`src/logic/bfie_pkg.sv`:
```
/*
 * Package of the bit and flag instruction executer: register map, command
 * layout, opcodes, flag positions and cycle counts.
 * Assumes a single 200 MHz core clock and an AHB-Lite register bus.
 */
package bfie_pkg;

	// Register byte addresses
	localparam logic [7:0] BFIE_CMD_ADDR = 8'h00;
	localparam logic [7:0] BFIE_STATUS_ADDR = 8'h04;
	localparam logic [7:0] BFIE_FLAGS_ADDR = 8'h08;
	localparam logic [7:0] BFIE_WREG_BASE = 8'h10;
	localparam logic [7:0] BFIE_IOREG_BASE = 8'h30;
	localparam int BFIE_NUM_REGS = 8;

	// Command word fields
	localparam int BFIE_CMD_OP_LSB = 0;
	localparam int BFIE_CMD_REG_LSB = 4;
	localparam int BFIE_CMD_BIT_LSB = 8;

	// Status word fields
	localparam int BFIE_ST_BUSY = 0;
	localparam int BFIE_ST_DROPPED = 1;
	localparam int BFIE_ST_LASTOP_LSB = 4;

	// Flag register bit positions
	localparam int BFIE_F_CARRY = 0;
	localparam int BFIE_F_ZERO = 1;
	localparam int BFIE_F_NEG = 2;
	localparam int BFIE_F_OVF = 3;
	localparam int BFIE_F_SIGN = 4;
	localparam int BFIE_F_HALF = 5;
	localparam int BFIE_F_COPY = 6;
	localparam int BFIE_F_IRQ = 7;

	// Reset values
	localparam logic [7:0] BFIE_FLAGS_RESET = 8'h00;
	localparam logic [7:0] BFIE_REG_RESET = 8'h00;
	localparam logic [31:0] BFIE_UNMAPPED_READ = 32'h0000_0000;

	// Cycle counts
	localparam int BFIE_IO_BIT_CYCLES = 2;
	localparam int BFIE_SHIFT_CYCLES = 1;

	// Opcodes
	localparam logic [3:0] BFIE_OP_NOP = 4'h0;
	localparam logic [3:0] BFIE_OP_IO_BIT_ASSERT = 4'h1;
	localparam logic [3:0] BFIE_OP_IO_BIT_NEGATE = 4'h2;
	localparam logic [3:0] BFIE_OP_LEFT_LOGICAL_SHIFT = 4'h3;
	localparam logic [3:0] BFIE_OP_RIGHT_LOGICAL_SHIFT = 4'h4;
	localparam logic [3:0] BFIE_OP_LEFT_CARRY_ROTATE = 4'h5;
	localparam logic [3:0] BFIE_OP_RIGHT_CARRY_ROTATE = 4'h6;
	localparam logic [3:0] BFIE_OP_RIGHT_ARITH_SHIFT = 4'h7;
	localparam logic [3:0] BFIE_OP_FLAG_FROM_REG_BIT = 4'h8;
	localparam logic [3:0] BFIE_OP_REG_BIT_FROM_FLAG = 4'h9;
	localparam logic [3:0] BFIE_OP_OVERRUN_RAISE = 4'hA;
	localparam logic [3:0] BFIE_OP_OVERRUN_DROP = 4'hB;
	localparam logic [3:0] BFIE_OP_NIBBLE_RAISE = 4'hC;
	localparam logic [3:0] BFIE_OP_NIBBLE_DROP = 4'hD;
	localparam logic [3:0] BFIE_OP_SIGN_RAISE = 4'hE;
	localparam logic [3:0] BFIE_OP_SIGN_DROP = 4'hF;

	typedef enum logic [0:0] {
		BFIE_IDLE,
		BFIE_IO_WRITE
	} bfie_state_e;

endpackage

```
`src/logic/bfie_bit_unit.sv`:
```
/*
 * Single-bit replace and extract on one byte.
 * Assumes a three-bit bit index; purely combinational.
 */
`timescale 1ns/1ps
module bfie_bit_unit (
	// Operand
	input wire logic [7:0] value,
	input wire logic [2:0] bit_sel,
	input wire logic bit_in,
	// Results
	output logic [7:0] replaced,
	output logic bit_out
);

	always_comb begin
		replaced = value;
		replaced[bit_sel] = bit_in;
		bit_out = value[bit_sel];
	end

endmodule

```
`src/logic/bfie_exec.sv`:
```
/*
 * Bit and flag instruction executer with its AHB-Lite register slave.
 * Holds eight working registers, eight I/O registers and the flag register,
 * and runs one command at a time written to the command register.
 * Assumes a single AHB-Lite master, word transfers only, and hclk at 200 MHz.
 */
// Local design decisions: the AHB-Lite interface to the registers and the register addresses.
`timescale 1ns/1ps
// Functional notes
// - io_bit_assert sets chosen I/O bit, keeps flags, takes two cycles.
// - io_bit_negate clears chosen I/O bit, keeps flags, takes two cycles.
// - Left logical shift: bits up, zero into bit 0, Z C N V, one cycle.
// - Right logical shift: bits down, zero into bit 7, Z C N V, one cycle.
// - Left rotate: carry into bit 0, bit 7 into carry, Z C N V, one cycle.
// - Right rotate: carry into bit 7, bit 0 into carry, Z C N V, one cycle.
// - Arithmetic right shift keeps bit 7, moves others down, Z C N V, one cycle.
// - flag_from_reg_bit copies a register bit into copy flag only, one cycle.
// - reg_bit_from_flag writes copy flag into a register bit, flags kept, one cycle.
// - Overrun flag raised or dropped alone by its two commands, one cycle.
// - Nibble carry flag raised or dropped alone by its two commands, one cycle.
// - Sign flag raised or dropped alone by its two commands, one cycle.
module bfie_exec #(
	parameter int NUM_REGS = bfie_pkg::BFIE_NUM_REGS
) (
	// Clock and reset
	input wire logic hclk,
	input wire logic hresetn,
	// AHB-Lite slave
	input wire logic hsel,
	input wire logic [31:0] haddr,
	input wire logic [1:0] htrans,
	input wire logic hwrite,
	input wire logic [2:0] hsize,
	input wire logic [31:0] hwdata,
	input wire logic hready,
	output logic [31:0] hrdata,
	output logic hreadyout,
	output logic hresp,
	// Core view
	output logic [7:0] flag_register,
	output logic busy
);
	import bfie_pkg::*;

	localparam int IDX_W = $clog2(NUM_REGS);

	// Word index of an address inside a bank, or all ones when outside it
	function automatic logic [IDX_W:0] bank_index(input logic [7:0] addr, input logic [7:0] base);
		logic [7:0] off;
		off = addr - base;
		if (addr >= base && off[1:0] == 2'b00 && off[7:2] < 6'(NUM_REGS)) begin
			bank_index = {1'b0, off[IDX_W+1:2]};
		end else begin
			bank_index = '1;
		end
	endfunction

	// Register state
	logic [7:0] work_reg [NUM_REGS];
	logic [7:0] io_reg [NUM_REGS];
	bfie_state_e state;
	logic cmd_dropped;
	logic [3:0] last_op;

	// Bus phase capture
	logic dp_write;
	logic [7:0] dp_addr;

	// Command fields
	logic [3:0] cmd_op;
	logic [IDX_W-1:0] cmd_reg;
	logic [2:0] cmd_bit;
	logic cmd_write;
	logic cmd_go;

	// Pending I/O write
	logic [IDX_W-1:0] io_idx;
	logic [2:0] io_bit;
	logic io_level;

	// Datapath wires
	logic [7:0] sh_result;
	logic sh_carry;
	logic sh_zero;
	logic sh_neg;
	logic sh_ovf;
	logic [7:0] wb_replaced;
	logic wb_bit;
	logic [7:0] io_replaced;
	logic [IDX_W:0] wr_widx;
	logic [IDX_W:0] wr_iidx;
	logic [IDX_W:0] rd_widx;
	logic [IDX_W:0] rd_iidx;
	logic is_shift;
	logic status_write;

	assign hreadyout = 1'b1;
	assign hresp = 1'b0;
	assign busy = (state == BFIE_IO_WRITE);

	// Address phase is taken on every ready edge; data phase follows
	always_ff @(posedge hclk or negedge hresetn) begin
		if (!hresetn) begin
			dp_write <= 1'b0;
			dp_addr <= 8'h00;
		end else if (hready) begin
			dp_write <= hsel && htrans[1] && hwrite;
			dp_addr <= haddr[7:0];
		end
	end

	assign wr_widx = bank_index(dp_addr, BFIE_WREG_BASE);
	assign wr_iidx = bank_index(dp_addr, BFIE_IOREG_BASE);
	assign rd_widx = bank_index(haddr[7:0], BFIE_WREG_BASE);
	assign rd_iidx = bank_index(haddr[7:0], BFIE_IOREG_BASE);

	assign cmd_write = dp_write && (dp_addr == BFIE_CMD_ADDR);
	assign status_write = dp_write && (dp_addr == BFIE_STATUS_ADDR);
	assign cmd_op = hwdata[BFIE_CMD_OP_LSB +: 4];
	assign cmd_reg = hwdata[BFIE_CMD_REG_LSB +: IDX_W];
	assign cmd_bit = hwdata[BFIE_CMD_BIT_LSB +: 3];
	// A command arriving while an I/O write is pending is dropped
	assign cmd_go = cmd_write && (state == BFIE_IDLE);
	assign is_shift = (cmd_op >= BFIE_OP_LEFT_LOGICAL_SHIFT)
		&& (cmd_op <= BFIE_OP_RIGHT_ARITH_SHIFT);

	bfie_shift_unit u_shift (
		.op(cmd_op),
		.operand(work_reg[cmd_reg]),
		.carry_in(flag_register[BFIE_F_CARRY]),
		.result(sh_result),
		.carry_out(sh_carry),
		.zero_out(sh_zero),
		.neg_out(sh_neg),
		.ovf_out(sh_ovf)
	);

	bfie_bit_unit u_wbit (
		.value(work_reg[cmd_reg]),
		.bit_sel(cmd_bit),
		.bit_in(flag_register[BFIE_F_COPY]),
		.replaced(wb_replaced),
		.bit_out(wb_bit)
	);

	bfie_bit_unit u_iobit (
		.value(io_reg[io_idx]),
		.bit_sel(io_bit),
		.bit_in(io_level),
		.replaced(io_replaced),
		.bit_out()
	);

	// Sequencer: I/O bit commands spend a second cycle on the write-back
	always_ff @(posedge hclk or negedge hresetn) begin
		if (!hresetn) begin
			state <= BFIE_IDLE;
		end else begin
			case (state)
				BFIE_IDLE: begin
					if (cmd_go && (cmd_op == BFIE_OP_IO_BIT_ASSERT
						|| cmd_op == BFIE_OP_IO_BIT_NEGATE)) begin
						state <= BFIE_IO_WRITE;
					end
				end
				BFIE_IO_WRITE: begin
					state <= BFIE_IDLE;
				end
				default: begin
					state <= BFIE_IDLE;
				end
			endcase
		end
	end

	// Latch the target of a pending I/O bit write
	always_ff @(posedge hclk or negedge hresetn) begin
		if (!hresetn) begin
			io_idx <= '0;
			io_bit <= 3'd0;
			io_level <= 1'b0;
		end else if (cmd_go) begin
			io_idx <= cmd_reg;
			io_bit <= cmd_bit;
			io_level <= (cmd_op == BFIE_OP_IO_BIT_ASSERT);
		end
	end

	// Working registers: bus writes, shift results and bit loads
	always_ff @(posedge hclk or negedge hresetn) begin
		if (!hresetn) begin
			for (int i = 0; i < NUM_REGS; i++) begin
				work_reg[i] <= BFIE_REG_RESET;
			end
		end else if (cmd_go && is_shift) begin
			work_reg[cmd_reg] <= sh_result;
		end else if (cmd_go && cmd_op == BFIE_OP_REG_BIT_FROM_FLAG) begin
			work_reg[cmd_reg] <= wb_replaced;
		end else if (dp_write && !wr_widx[IDX_W]) begin
			work_reg[wr_widx[IDX_W-1:0]] <= hwdata[7:0];
		end
	end

	// I/O registers; the pending bit write wins over a bus write landing with it
	always_ff @(posedge hclk or negedge hresetn) begin
		if (!hresetn) begin
			for (int i = 0; i < NUM_REGS; i++) begin
				io_reg[i] <= BFIE_REG_RESET;
			end
		end else if (state == BFIE_IO_WRITE) begin
			io_reg[io_idx] <= io_replaced;
		end else if (dp_write && !wr_iidx[IDX_W]) begin
			io_reg[wr_iidx[IDX_W-1:0]] <= hwdata[7:0];
		end
	end

	// Flag register: each command touches only its own flags
	always_ff @(posedge hclk or negedge hresetn) begin
		if (!hresetn) begin
			flag_register <= BFIE_FLAGS_RESET;
		end else if (cmd_go) begin
			case (cmd_op)
				BFIE_OP_LEFT_LOGICAL_SHIFT, BFIE_OP_RIGHT_LOGICAL_SHIFT,
				BFIE_OP_LEFT_CARRY_ROTATE, BFIE_OP_RIGHT_CARRY_ROTATE,
				BFIE_OP_RIGHT_ARITH_SHIFT: begin
					flag_register[BFIE_F_CARRY] <= sh_carry;
					flag_register[BFIE_F_ZERO] <= sh_zero;
					flag_register[BFIE_F_NEG] <= sh_neg;
					flag_register[BFIE_F_OVF] <= sh_ovf;
				end
				BFIE_OP_FLAG_FROM_REG_BIT: begin
					flag_register[BFIE_F_COPY] <= wb_bit;
				end
				BFIE_OP_OVERRUN_RAISE: begin
					flag_register[BFIE_F_OVF] <= 1'b1;
				end
				BFIE_OP_OVERRUN_DROP: begin
					flag_register[BFIE_F_OVF] <= 1'b0;
				end
				BFIE_OP_NIBBLE_RAISE: begin
					flag_register[BFIE_F_HALF] <= 1'b1;
				end
				BFIE_OP_NIBBLE_DROP: begin
					flag_register[BFIE_F_HALF] <= 1'b0;
				end
				BFIE_OP_SIGN_RAISE: begin
					flag_register[BFIE_F_SIGN] <= 1'b1;
				end
				BFIE_OP_SIGN_DROP: begin
					flag_register[BFIE_F_SIGN] <= 1'b0;
				end
				default: begin
					flag_register <= flag_register;
				end
			endcase
		end else if (dp_write && dp_addr == BFIE_FLAGS_ADDR) begin
			flag_register <= hwdata[7:0];
		end
	end

	// Dropped-command flag: a new drop wins over a clear in the same cycle
	always_ff @(posedge hclk or negedge hresetn) begin
		if (!hresetn) begin
			cmd_dropped <= 1'b0;
		end else if (cmd_write && state != BFIE_IDLE) begin
			cmd_dropped <= 1'b1;
		end else if (status_write && hwdata[BFIE_ST_DROPPED]) begin
			cmd_dropped <= 1'b0;
		end
	end

	always_ff @(posedge hclk or negedge hresetn) begin
		if (!hresetn) begin
			last_op <= BFIE_OP_NOP;
		end else if (cmd_go) begin
			last_op <= cmd_op;
		end
	end

	// Read data is captured at the address phase, so a write in the
	// preceding data phase is not yet visible to a back-to-back read
	always_ff @(posedge hclk or negedge hresetn) begin
		if (!hresetn) begin
			hrdata <= BFIE_UNMAPPED_READ;
		end else if (hready && hsel && htrans[1] && !hwrite) begin
			if (haddr[7:0] == BFIE_STATUS_ADDR) begin
				hrdata <= {24'h00_0000, last_op, 2'b00, cmd_dropped, busy};
			end else if (haddr[7:0] == BFIE_FLAGS_ADDR) begin
				hrdata <= {24'h00_0000, flag_register};
			end else if (!rd_widx[IDX_W]) begin
				hrdata <= {24'h00_0000, work_reg[rd_widx[IDX_W-1:0]]};
			end else if (!rd_iidx[IDX_W]) begin
				hrdata <= {24'h00_0000, io_reg[rd_iidx[IDX_W-1:0]]};
			end else begin
				hrdata <= BFIE_UNMAPPED_READ;
			end
		end
	end

endmodule

```
`src/logic/bfie_shift_unit.sv`:
```
/*
 * Combinational shift and rotate unit with its Z, C, N, V results.
 * Assumes the caller only looks at the outputs for shift opcodes.
 */
`timescale 1ns/1ps
module bfie_shift_unit (
	// Operation
	input wire logic [3:0] op,
	input wire logic [7:0] operand,
	input wire logic carry_in,
	// Results
	output logic [7:0] result,
	output logic carry_out,
	output logic zero_out,
	output logic neg_out,
	output logic ovf_out
);
	import bfie_pkg::*;

	always_comb begin
		result = operand;
		carry_out = carry_in;
		case (op)
			BFIE_OP_LEFT_LOGICAL_SHIFT: begin
				result = {operand[6:0], 1'b0};
				carry_out = operand[7];
			end
			BFIE_OP_RIGHT_LOGICAL_SHIFT: begin
				result = {1'b0, operand[7:1]};
				carry_out = operand[0];
			end
			BFIE_OP_LEFT_CARRY_ROTATE: begin
				result = {operand[6:0], carry_in};
				carry_out = operand[7];
			end
			BFIE_OP_RIGHT_CARRY_ROTATE: begin
				result = {carry_in, operand[7:1]};
				carry_out = operand[0];
			end
			BFIE_OP_RIGHT_ARITH_SHIFT: begin
				result = {operand[7], operand[7:1]};
				carry_out = operand[0];
			end
			default: begin
				result = operand;
				carry_out = carry_in;
			end
		endcase
		zero_out = (result == 8'h00);
		neg_out = result[7];
		// Overflow as sign change seen against the carried-out bit
		ovf_out = result[7] ^ carry_out;
	end

endmodule

```
`config.mk`:
```
export PLATFORM = sky130hd
export DESIGN_NAME = bfie_exec
export DESIGN_NICKNAME = d
export VERILOG_FILES = /design/src/logic/bfie_pkg.sv /design/src/logic/bfie_bit_unit.sv /design/src/logic/bfie_exec.sv /design/src/logic/bfie_shift_unit.sv
export SDC_FILE = /design/constraint.sdc
export NUM_CORES = 1
export LEC_CHECK = 0
export BUFFER_PORTS_ARGS = -buffer_cell sky130_fd_sc_hd__buf_2
export CORE_MARGIN = 5
export CORE_UTILIZATION = 30
export DETAILED_ROUTE_END_ITERATION = 6
export SYNTH_ARGS = -nofsm -noshare
export SYNTH_HDL_FRONTEND = slang
export SYNTH_HIERARCHICAL = 1
export SYNTH_SLANG_ARGS = --single-unit
```
`constraint.sdc`:
```
create_clock -name hclk -period 6.3 [get_ports hclk]
set_input_delay 0.945 -clock hclk [delete_from_list [all_inputs] [get_ports hclk]]
set_output_delay 0.945 -clock hclk [all_outputs]
set_load 0.005 [all_outputs]
```
==> metrics, run 1 <==
# H-tree levels 4; max cap viols 0; Die Y 210 microns; vias after detailed routing 10,900; drt via density 6.32; cell mode on critical path inv_1; post-cts sizing count 0; RR Startpoint dp_addr[4]; fraction of layout cells with a size suffix above 1 24.4%; CTS tree yes; drt wl/cell 25.3 microns; R2R Path End io_reg[29]; Top Ports 117; Layout Nets 1,265; clock tree buffer depth 2; initial antenna violation count 3; actual slew at the worst max-slew pin 1.18 ns; Sequential Area 0.00416 sq mm; power per cell area 201 mW/mm^2; ANT nets after route 0; # diodes 0; row cnt 73; final worst slack 2.11 ns; Slowest-stage cell, CP a32oi_1; cts hold-fix bufs 0; Mapped Cells 1,219; router iterations before antenna repair 6; DIE AREA 0.0442 sq mm; Leak 5.00 nW; Setup-failing EPs final 0; combinational share of power 16.7%; starting density of the core 30.3%; Slew Limit Fails 0; min Tclk post-route 4.19 ns; CTS root buffer clkbuf_16; Worst EP required 6.65 ns; CP startpoint hwdata[4]; Internal Power 1.77 mW; area of the multi-input gates 0.00725 sq mm; Total Routing Usage GR 19.1%; Worst Hold Class flop to flop; pin count of the biggest net entering global routing 106; # fillers 4,059; worst r2r path cells 6; hpwl dp 29,900 microns; first-pass GRT wire length 65,400 microns; period utilisation layout 66.5%; clk_skew 0.0100 ns; final core utilization 32.7%; Sequential Power Share 45.0%; worst setup path endpoint work_reg[31]; CTS buffer count 17; Max transition margin 20.5%; GPL Wtd Cong 0.973; sw frac 32.3%; sw power 843 uW; later-pin clock latency in the skew report 0.46 ns; crit-path max cell delay 0.85 ns; Clk network pwr share 38.3%; Mapped Area 0.0120 sq mm; Fmax achieved 0.239 GHz; Worst Path Max Fanout 18; # DRC 0; DRT Wirelength 43,600 microns; Placeable Area 0.0397 sq mm; DP Worst Slack 1.81 ns; Arr. time, crit path 4.54 ns; area added between synthesis and finish 8.03%; IO buf count 41; Startpoint Class input pin; Peak VDD IR 0.207 mV; outcome finished clean; Clock Pin Slew Worst Setup and Hold Paths 0.07 ns; RSZ-0062 raised after global routing false; grt ovf 0; clock sinks 166; syn avg cell area 9.86 sq um; worst setup path category input pin to flop; final hold violation count 0; Syn. warnings 6; initial drt markers 1,308; Die X 210 microns; number of post-CTS setup repair buffers 0; vias in the first global route 10,300; crit end category flop; Fin Setup TNS 0 ns; flop2flop setup slack 2.58 ns; CP cell instances buf_2 -> nor2_1 -> and2_0 -> a22oi_1 -> nand4_1 -> inv_1 -> a221oi_1 -> o22ai_2 -> inv_1 -> a32oi_1 -> o32ai_1 -> mux2_2
==> worst min path at each step <==
stage / slack [ns] / end / start / cells after the start
CTS: 0.53 / hrdata[2] / hrdata[2] / 2
floorplan: 0.44 / io_bit[0] / io_bit[0] / 2
global route: 0.55 / io_reg[63] / io_reg[63] / 1
global placement: 0.49 / last_op[0] / last_op[0] / 2
detailed placement: 0.51 / last_op[3] / last_op[3] / 2
finish: 0.52 / hrdata[2] / hrdata[2] / 2
==> layout make-up <==
type	instances	share of cell area (%)
Multi-Input combinational cell	927	55.9
Sequential cell	166	32.0
Tap cell	525	5.06
Clock buffer	19	3.41
Timing Repair Buffer	53	2.32
Clock inverter	13	0.771
Inverter	20	0.578
==> power groups by stage <==
stage                     Clock [mW]  Combinational, mW  Sequential, mW
after floorplan                    0              0.310            1.16
after global placement             0              0.420            1.19
after detailed placement           0              0.426            1.19
after CTS                       1.01              0.427            1.17
after global routing            1.05              0.469            1.18
final                           1.00              0.437            1.18
==> cell usage in the layout (no fill, tap or decap), types with 5 or more instances in the layout <==
| master | count |
|---|---|
| nand3_1 | 48 |
| buf_2 | 40 |
| mux2_1 | 9 |
| nor4_1 | 7 |
| nand2_1 | 102 |
| inv_1 | 19 |
| and3_1 | 5 |
| o2111ai_1 | 6 |
| nor2_1 | 25 |
| clkbuf_16 | 17 |
| a211o_1 | 5 |
| a22oi_1 | 65 |
| nor2b_1 | 13 |
| mux2i_1 | 13 |
| o22ai_1 | 68 |
| a32oi_1 | 11 |
| o211ai_1 | 7 |
| nand4_1 | 25 |
| o31ai_4 | 8 |
| mux2_2 | 136 |
| nand3b_1 | 6 |
| o31ai_1 | 19 |
| dfrtp_1 | 165 |
| a21oi_1 | 16 |
| nor3_1 | 27 |
| o21ai_0 | 35 |
| o32ai_1 | 32 |
| nand2b_1 | 31 |
| mux4_2 | 24 |
| or3_1 | 8 |
| ha_1 | 6 |
| conb_1 | 26 |
| a31oi_1 | 25 |
| xnor2_1 | 5 |
| nor3b_1 | 13 |
| buf_4 | 12 |
==> critical path, delay by kind of cell <==
kind	cells	cell delay, ns
buffers and inverters	3	0.66
and+or+nand+nor	3	0.88
AOI/OAI and AO/OA	5	1.72
muxes	1	0.31
==> per-stage QoR <==
| stage | total power, mW | hold WS, ns | cells | cell area (sq um) |
|---|---|---|---|---|
| 5_1_grt | 2.69 | 0.548 | 1723 | 13000 |
| 6_report | 2.61 | 0.519 | 1723 | 13000 |
| 3_5_place_dp | 1.62 | 0.510 | 1691 | 12400 |
| 3_3_place_gp | 1.61 | 0.494 | 1691 | 12400 |
| 2_1_floorplan | 1.47 | 0.444 | 1243 | 12100 |
| 4_1_cts | 2.61 | 0.529 | 1723 | 13000 |
==> metal layers <==
metal  track usage [%]  share of wire (%)  vias up
li1                  -                  -     4648
met1              26.9                 43     5474
met2              27.4                 43      664
met3              5.16                 10      100
met4              8.96                4.2        6
met5                 0              0.089        -
Note: power is estimated with default switching activity, not from simulation.
==> run 2: changes to the inputs <==
==> constraint.sdc (replaced) <==
create_clock -name hclk -period 3.38 [get_ports hclk]
set_input_delay 0.507 -clock hclk [delete_from_list [all_inputs] [get_ports hclk]]
set_output_delay 0.507 -clock hclk [all_outputs]
set_load 0.005 [all_outputs]
==> run 2 against run 1 <==
  * Via count grew 2.7%
  * Final cell count increased by 3.7%
  * Critical path depth fell by 5
==> metrics, run 2 (synthesized netlist as in run 1, its figures left out) <==
clock tree buffer depth 2 (unchanged); Clock Pin Slew Worst Setup and Hold Paths 0.07 ns (about the same); worst setup path category flop to flop; IO buf count 41 (unchanged); ANT nets after route 0 (unchanged); Clk network pwr share 37.9% (-0.4 points); sw frac 30.7% (-1.5 points); cts hold-fix bufs 0 (unchanged); clock sinks 166 (unchanged); Setup-failing EPs final 0 (unchanged); combinational share of power 17.8% (+1.1 points); final worst slack 0.355 ns (-1.76 ns); CP startpoint dp_addr[5]; Die Y 210 microns (unchanged); row cnt 73 (unchanged); final hold violation count 0 (unchanged); Worst Hold Class input pin to asynchronous set/reset pin; grt ovf 0 (unchanged); DRT Wirelength 44,500 microns (+2.0%); Max transition margin 26.3% (+5.8 points); vias in the first global route 10,600 (+3.4%); RR Startpoint dp_addr[5]; Peak VDD IR 0.280 mV (+35%); DP Area 0.0130 sq mm (+4.4%); clk_skew 0.0112 ns (+0.00118 ns); later-pin clock latency in the skew report 0.44 ns (-0.02 ns); # DRC 0 (unchanged); Sequential Power Share 44.3% (-0.7 points); Leak 5.33 nW (+6.7%); Placeable Area 0.0397 sq mm (unchanged); CTS buffer count 17 (unchanged); Top Ports 117 (unchanged); pin count of the biggest net entering global routing 82 (-23%); area added between synthesis and finish 12.6%; vias after detailed routing 11,200 (+2.7%); DP Worst Slack 0.225 ns (-1.59 ns); Fin Setup TNS 0 ns (unchanged); non-filler cells, final 1,786 (+3.7%); min Tclk post-route 3.02 ns; CTS root buffer clkbuf_16; Die X 210 microns (unchanged); Inst Count DP 1,755 (+3.8%); Internal Power 3.42 mW (+93%); initial antenna violation count 3 (unchanged); period utilisation layout 89.5%; commonest non-fill, non-tap cell in the layout dfrtp_1; most frequent cells in the layout dfrtp_1 (165), mux2_2 (136), nand2_1 (102); initial drt markers 1,393 (+6.5%); final core utilization 34.1% (+1.4 points); Arr. time, crit path 3.35 ns (-1.19 ns); fraction of layout cells with a size suffix above 1 27.9% (+3.5 points); Layout Nets 1,329 (+5.1%); Slew Limit Fails 0 (unchanged); first-pass GRT wire length 67,700 microns (+3.5%); drt wl/cell 24.9 microns (-1.6%); fin area 0.0135 sq mm (+4.2%); Worst Path Max Fanout 8 (-10); number of post-CTS setup repair buffers 0 (unchanged); Total Power 4.94 mW (+89%); max cap viols 0 (unchanged); # H-tree levels 4 (unchanged); DIE AREA 0.0442 sq mm (unchanged); Worst EP required 3.70 ns (-2.95 ns); drt via density 6.26 (-0.95%); CTS tree yes; Startpoint Class flop; RSZ-0062 raised after global routing false; Total Routing Usage GR 19.6% (+0.51 points); sw power 1.52 mW (+80%); Fmax achieved 0.331 GHz; outcome finished clean; GPL Wtd Cong 0.990 (+1.7%); hpwl dp 31,600 microns (+5.7%); # fillers 4,000 (-1.5%); power per cell area 365 mW/mm^2 (+81%); post-cts sizing count 0 (unchanged); hold slack 0.127 ns (-0.392 ns); router iterations before antenna repair 6 (unchanged); crit end category flop; starting density of the core 30.3% (unchanged); actual slew at the worst max-slew pin 1.10 ns (-0.0829 ns)
## run 2: cell types whose count changed in the layout (fill, tap and decap cells not counted), sizes merged
| cell | previous run | this run |
|---|---|---|
| clkbuf | 19 | 20 |
| diode | 0 | 2 |
| clkinvlp | 4 | 3 |
| inv | 23 | 19 |
| bufinv | 0 | 1 |
| buf | 53 | 117 |
## run 2: path summary, 6_finish.rpt
path	endpoint	slack, ns	cells past startpoint
worst max register to register	work_reg[24]	0.36	7
worst min register to register	last_op[2]	0.51	2
worst max-delay path	work_reg[24]	0.36	7
max in group asynchronous	io_reg[25]	2.34	2
worst min-delay path	io_reg[26]	0.13	1
min in group hclk	dp_addr[0]	0.36	2
## run 2: per-layer routing
| metal | wire, microns | track usage, % |
|---|---|---|
| met1 | 19000 | 28.0 |
| met2 | 19000 | 28.7 |
| met3 | 4480 | 4.11 |
| met4 | 1950 | 8.82 |
| met5 | 13 | 0 |
## run 2: final cells by class
cell class / instances / area [sq um] / area share, %
flip-flops and latches: 166 / 4160 / 30.7
inverters: 20 / 75.1 / 0.555
well taps: 525 / 657 / 4.86
clock buffers: 20 / 457 / 3.38
repair buffers: 117 / 857 / 6.33
clock inverters: 9 / 81.3 / 0.601
diodes: 2 / 5.00 / 0.0370
multi-input cells: 927 / 7240 / 53.5
## run 2: power by group through the flow
stage	sequential (mW)	combinational, mW	clock (mW)
floorplan	2.16	0.579	0
global placement	2.22	0.853	0
detailed placement	2.22	0.861	0
CTS	2.18	0.864	1.88
global route	2.19	0.943	1.97
finish	2.19	0.881	1.87
## run 2: critical path: stages (launching register included)
cell      delay, ns
dfrtp_1        0.42
inv_1          0.11
ha_1           0.30
or3b_4         0.41
or3_1          0.39
a211oi_1       0.46
a31o_2         0.44
mux2_2         0.38
==> run 3: changes to the inputs <==
--- a/config.mk
+++ b/config.mk
@@ -8,6 +8,7 @@
 export BUFFER_PORTS_ARGS = -buffer_cell sky130_fd_sc_hd__buf_2
 export CORE_MARGIN = 5
 export CORE_UTILIZATION = 30
+export CTS_BUF_LIST = sky130_fd_sc_hd__clkbuf_8
 export DETAILED_ROUTE_END_ITERATION = 6
 export SYNTH_ARGS = -nofsm -noshare
 export SYNTH_HDL_FRONTEND = slang
==> run 3 against run 2 <==
  * Register-to-register slack worse by 0.06 ns
  * Highest routed layer unchanged
  * Critical endpoint unchanged
  * Total power decreased by 10%
  * Sequential power about the same
  * Critical path depth did not move
  * Flip-flop and latch count unchanged
  * Final cell count is essentially flat
  * Sequential share of layout area increased by 0.43 points
  * The flow now finishes with violations (design-rule violations)
==> metrics, run 3 (synthesized netlist as in run 1, its figures left out) <==
power per cell area 333 mW/mm^2 (-8.9%); Worst Hold Class input pin to asynchronous set/reset pin; Die X 210 microns (unchanged); Placeable Area 0.0397 sq mm (unchanged); crit end category flop; drt wl/cell 24.8 microns (-0.44%); Total Routing Usage GR 19.6% (-0.026 points); most frequent cells in the layout dfrtp_1 (165), mux2_2 (136), nand2_1 (102); clk_skew 0.0171 ns (+0.00589 ns); Sequential Power Share 49.2% (+4.9 points); period utilisation layout 91.4% (+1.9 points); hpwl dp 31,600 microns (unchanged); Clk network pwr share 31.0% (-6.9 points); initial antenna violation count 4 (+1); Peak VDD IR 0.194 mV (-31%); Leak 5.25 nW (-1.6%); combinational share of power 19.8% (+2.0 points); metal2 WL 19,300 microns (+1.6%); Fin Setup TNS 0 ns (unchanged); area added between synthesis and finish 11.0%; Fmax achieved 0.324 GHz (-2.1%); non-filler cells, final 1,787 (+0.056%); starting density of the core 30.3% (unchanged); WL met3 4380 microns (-2.3%); CTS root buffer clkbuf_8; final hold violation count 0 (unchanged); DIE AREA 0.0442 sq mm (unchanged); router iterations before antenna repair 7 (+1); sw frac 32.8% (+2.0 points); CTS tree yes; clock sinks 166 (unchanged); GPL Wtd Cong 0.990 (unchanged); # fillers 4,024 (+0.60%); vias after detailed routing 11,100 (-0.84%); post-cts sizing count 0 (unchanged); Top Layer Used met5; Inst Count DP 1,755 (unchanged); grt ovf 0 (unchanged); hold slack 0.0784 ns (-0.0489 ns); Layout Nets 1,329 (unchanged); outcome finished with violations; ANT nets after route 0 (unchanged); max cap viols 0 (unchanged); Clock Pin Slew Worst Setup and Hold Paths 0.09 ns (+0.02 ns); Setup-failing EPs final 0 (unchanged); failing checks design-rule violations; IO buf count 41 (unchanged); row cnt 73 (unchanged); Total Power 4.44 mW (-10%); later-pin clock latency in the skew report 0.49 ns (+0.05 ns); clock tree buffer depth 2 (unchanged); vias in the first global route 10,600 (-0.30%); first-pass GRT wire length 67,300 microns (-0.49%); Worst EP required 3.75 ns (+0.05 ns); cts hold-fix bufs 0 (unchanged); M1 WL 18,900 microns (-0.63%); # DRC 3 (+3); commonest non-fill, non-tap cell in the layout dfrtp_1; actual slew at the worst max-slew pin 1.04 ns (-0.0566 ns); Worst Path Max Fanout 8 (unchanged); fraction of layout cells with a size suffix above 1 27.9% (unchanged); initial drt markers 1,312 (-5.8%); Arr. time, crit path 3.46 ns (+0.11 ns); worst setup path category flop to flop; Top Ports 117 (unchanged); # H-tree levels 4 (unchanged); Die Y 210 microns (unchanged); sw power 1.46 mW (-4.2%); min Tclk post-route 3.09 ns (+0.0641 ns); Startpoint Class flop; Internal Power 2.99 mW (-13%); Max transition margin 30.1% (+3.8 points); drt via density 6.21 (-0.90%); Slew Limit Fails 0 (unchanged); pin count of the biggest net entering global routing 82 (unchanged); RSZ-0062 raised after global routing false; DRT Wirelength 44,300 microns (-0.38%); number of post-CTS setup repair buffers 0 (unchanged); CTS buffer count 17 (unchanged)
## run 3: cell types whose count changed in the layout (fill, tap and decap cells not counted)
cell	change
diode_2	+1
clkbuf_16	-17
inv_1	+1
clkbuf_1	-1
clkbuf_8	+17
## run 3: routing by layer
layer  vias to the layer above  global-route usage (%)
li1                       4768                       -
met1                      5520                    27.8
met2                       680                    28.8
met3                       119                    4.38
met4                         2                    8.55
met5                         -                       0
## run 3: metrics by stage
step / setup WS [ns] / utilization, % / cell area (sq um)
detailed placement: 0.225 / 32.7 / 13000
global placement: 0.269 / 32.7 / 13000
CTS: 0.370 / 33.6 / 13300
floorplan: 0.202 / - / 12100
global route: 0.254 / 33.6 / 13300
finish: 0.291 / 33.6 / 13300
## run 3: area by class of cell
class                   count  area [sq um]  area share (%)
diodes                      3          7.51          0.0563
multi-input cells         927          7240            54.3
clock buffers              19           262            1.96
well taps                 525           657            4.92
clock inverters            10          85.1           0.638
flip-flops and latches    166          4160            31.1
repair buffers            117           857            6.42
inverters                  20          75.1           0.563
## run 3: power by group through the flow
| stage | Clock [mW] | Combinational, mW | Sequential, mW |
|---|---|---|---|
| detailed placement | 0 | 0.861 | 2.22 |
| global route | 1.47 | 0.943 | 2.19 |
| floorplan | 0 | 0.579 | 2.16 |
| global placement | 0 | 0.853 | 2.22 |
| CTS | 1.40 | 0.863 | 2.18 |
| finish | 1.38 | 0.879 | 2.19 |
## run 3: final timing paths
kind / from / endpoint / slack [ns] / cells after the start
max: dp_addr[5] / work_reg[24] / 0.29 / 7
min: hresetn / io_reg[63] / 0.08 / 1
max reg2reg: dp_addr[5] / work_reg[24] / 0.29 / 7
min reg2reg: last_op[2] / last_op[2] / 0.52 / 2
max in group asynchronous: hresetn / io_reg[62] / 2.39 / 2
min in group hclk: haddr[0] / dp_addr[0] / 0.31 / 2
## run 3: critical path, cell delays in order, from the launching register on
cell and delay [ns]:
dfrtp_1 0.43, inv_1 0.11, ha_1 0.30, or3b_4 0.42, or3_1 0.39, a211oi_1 0.49, a31o_2 0.45, mux2_2 0.38
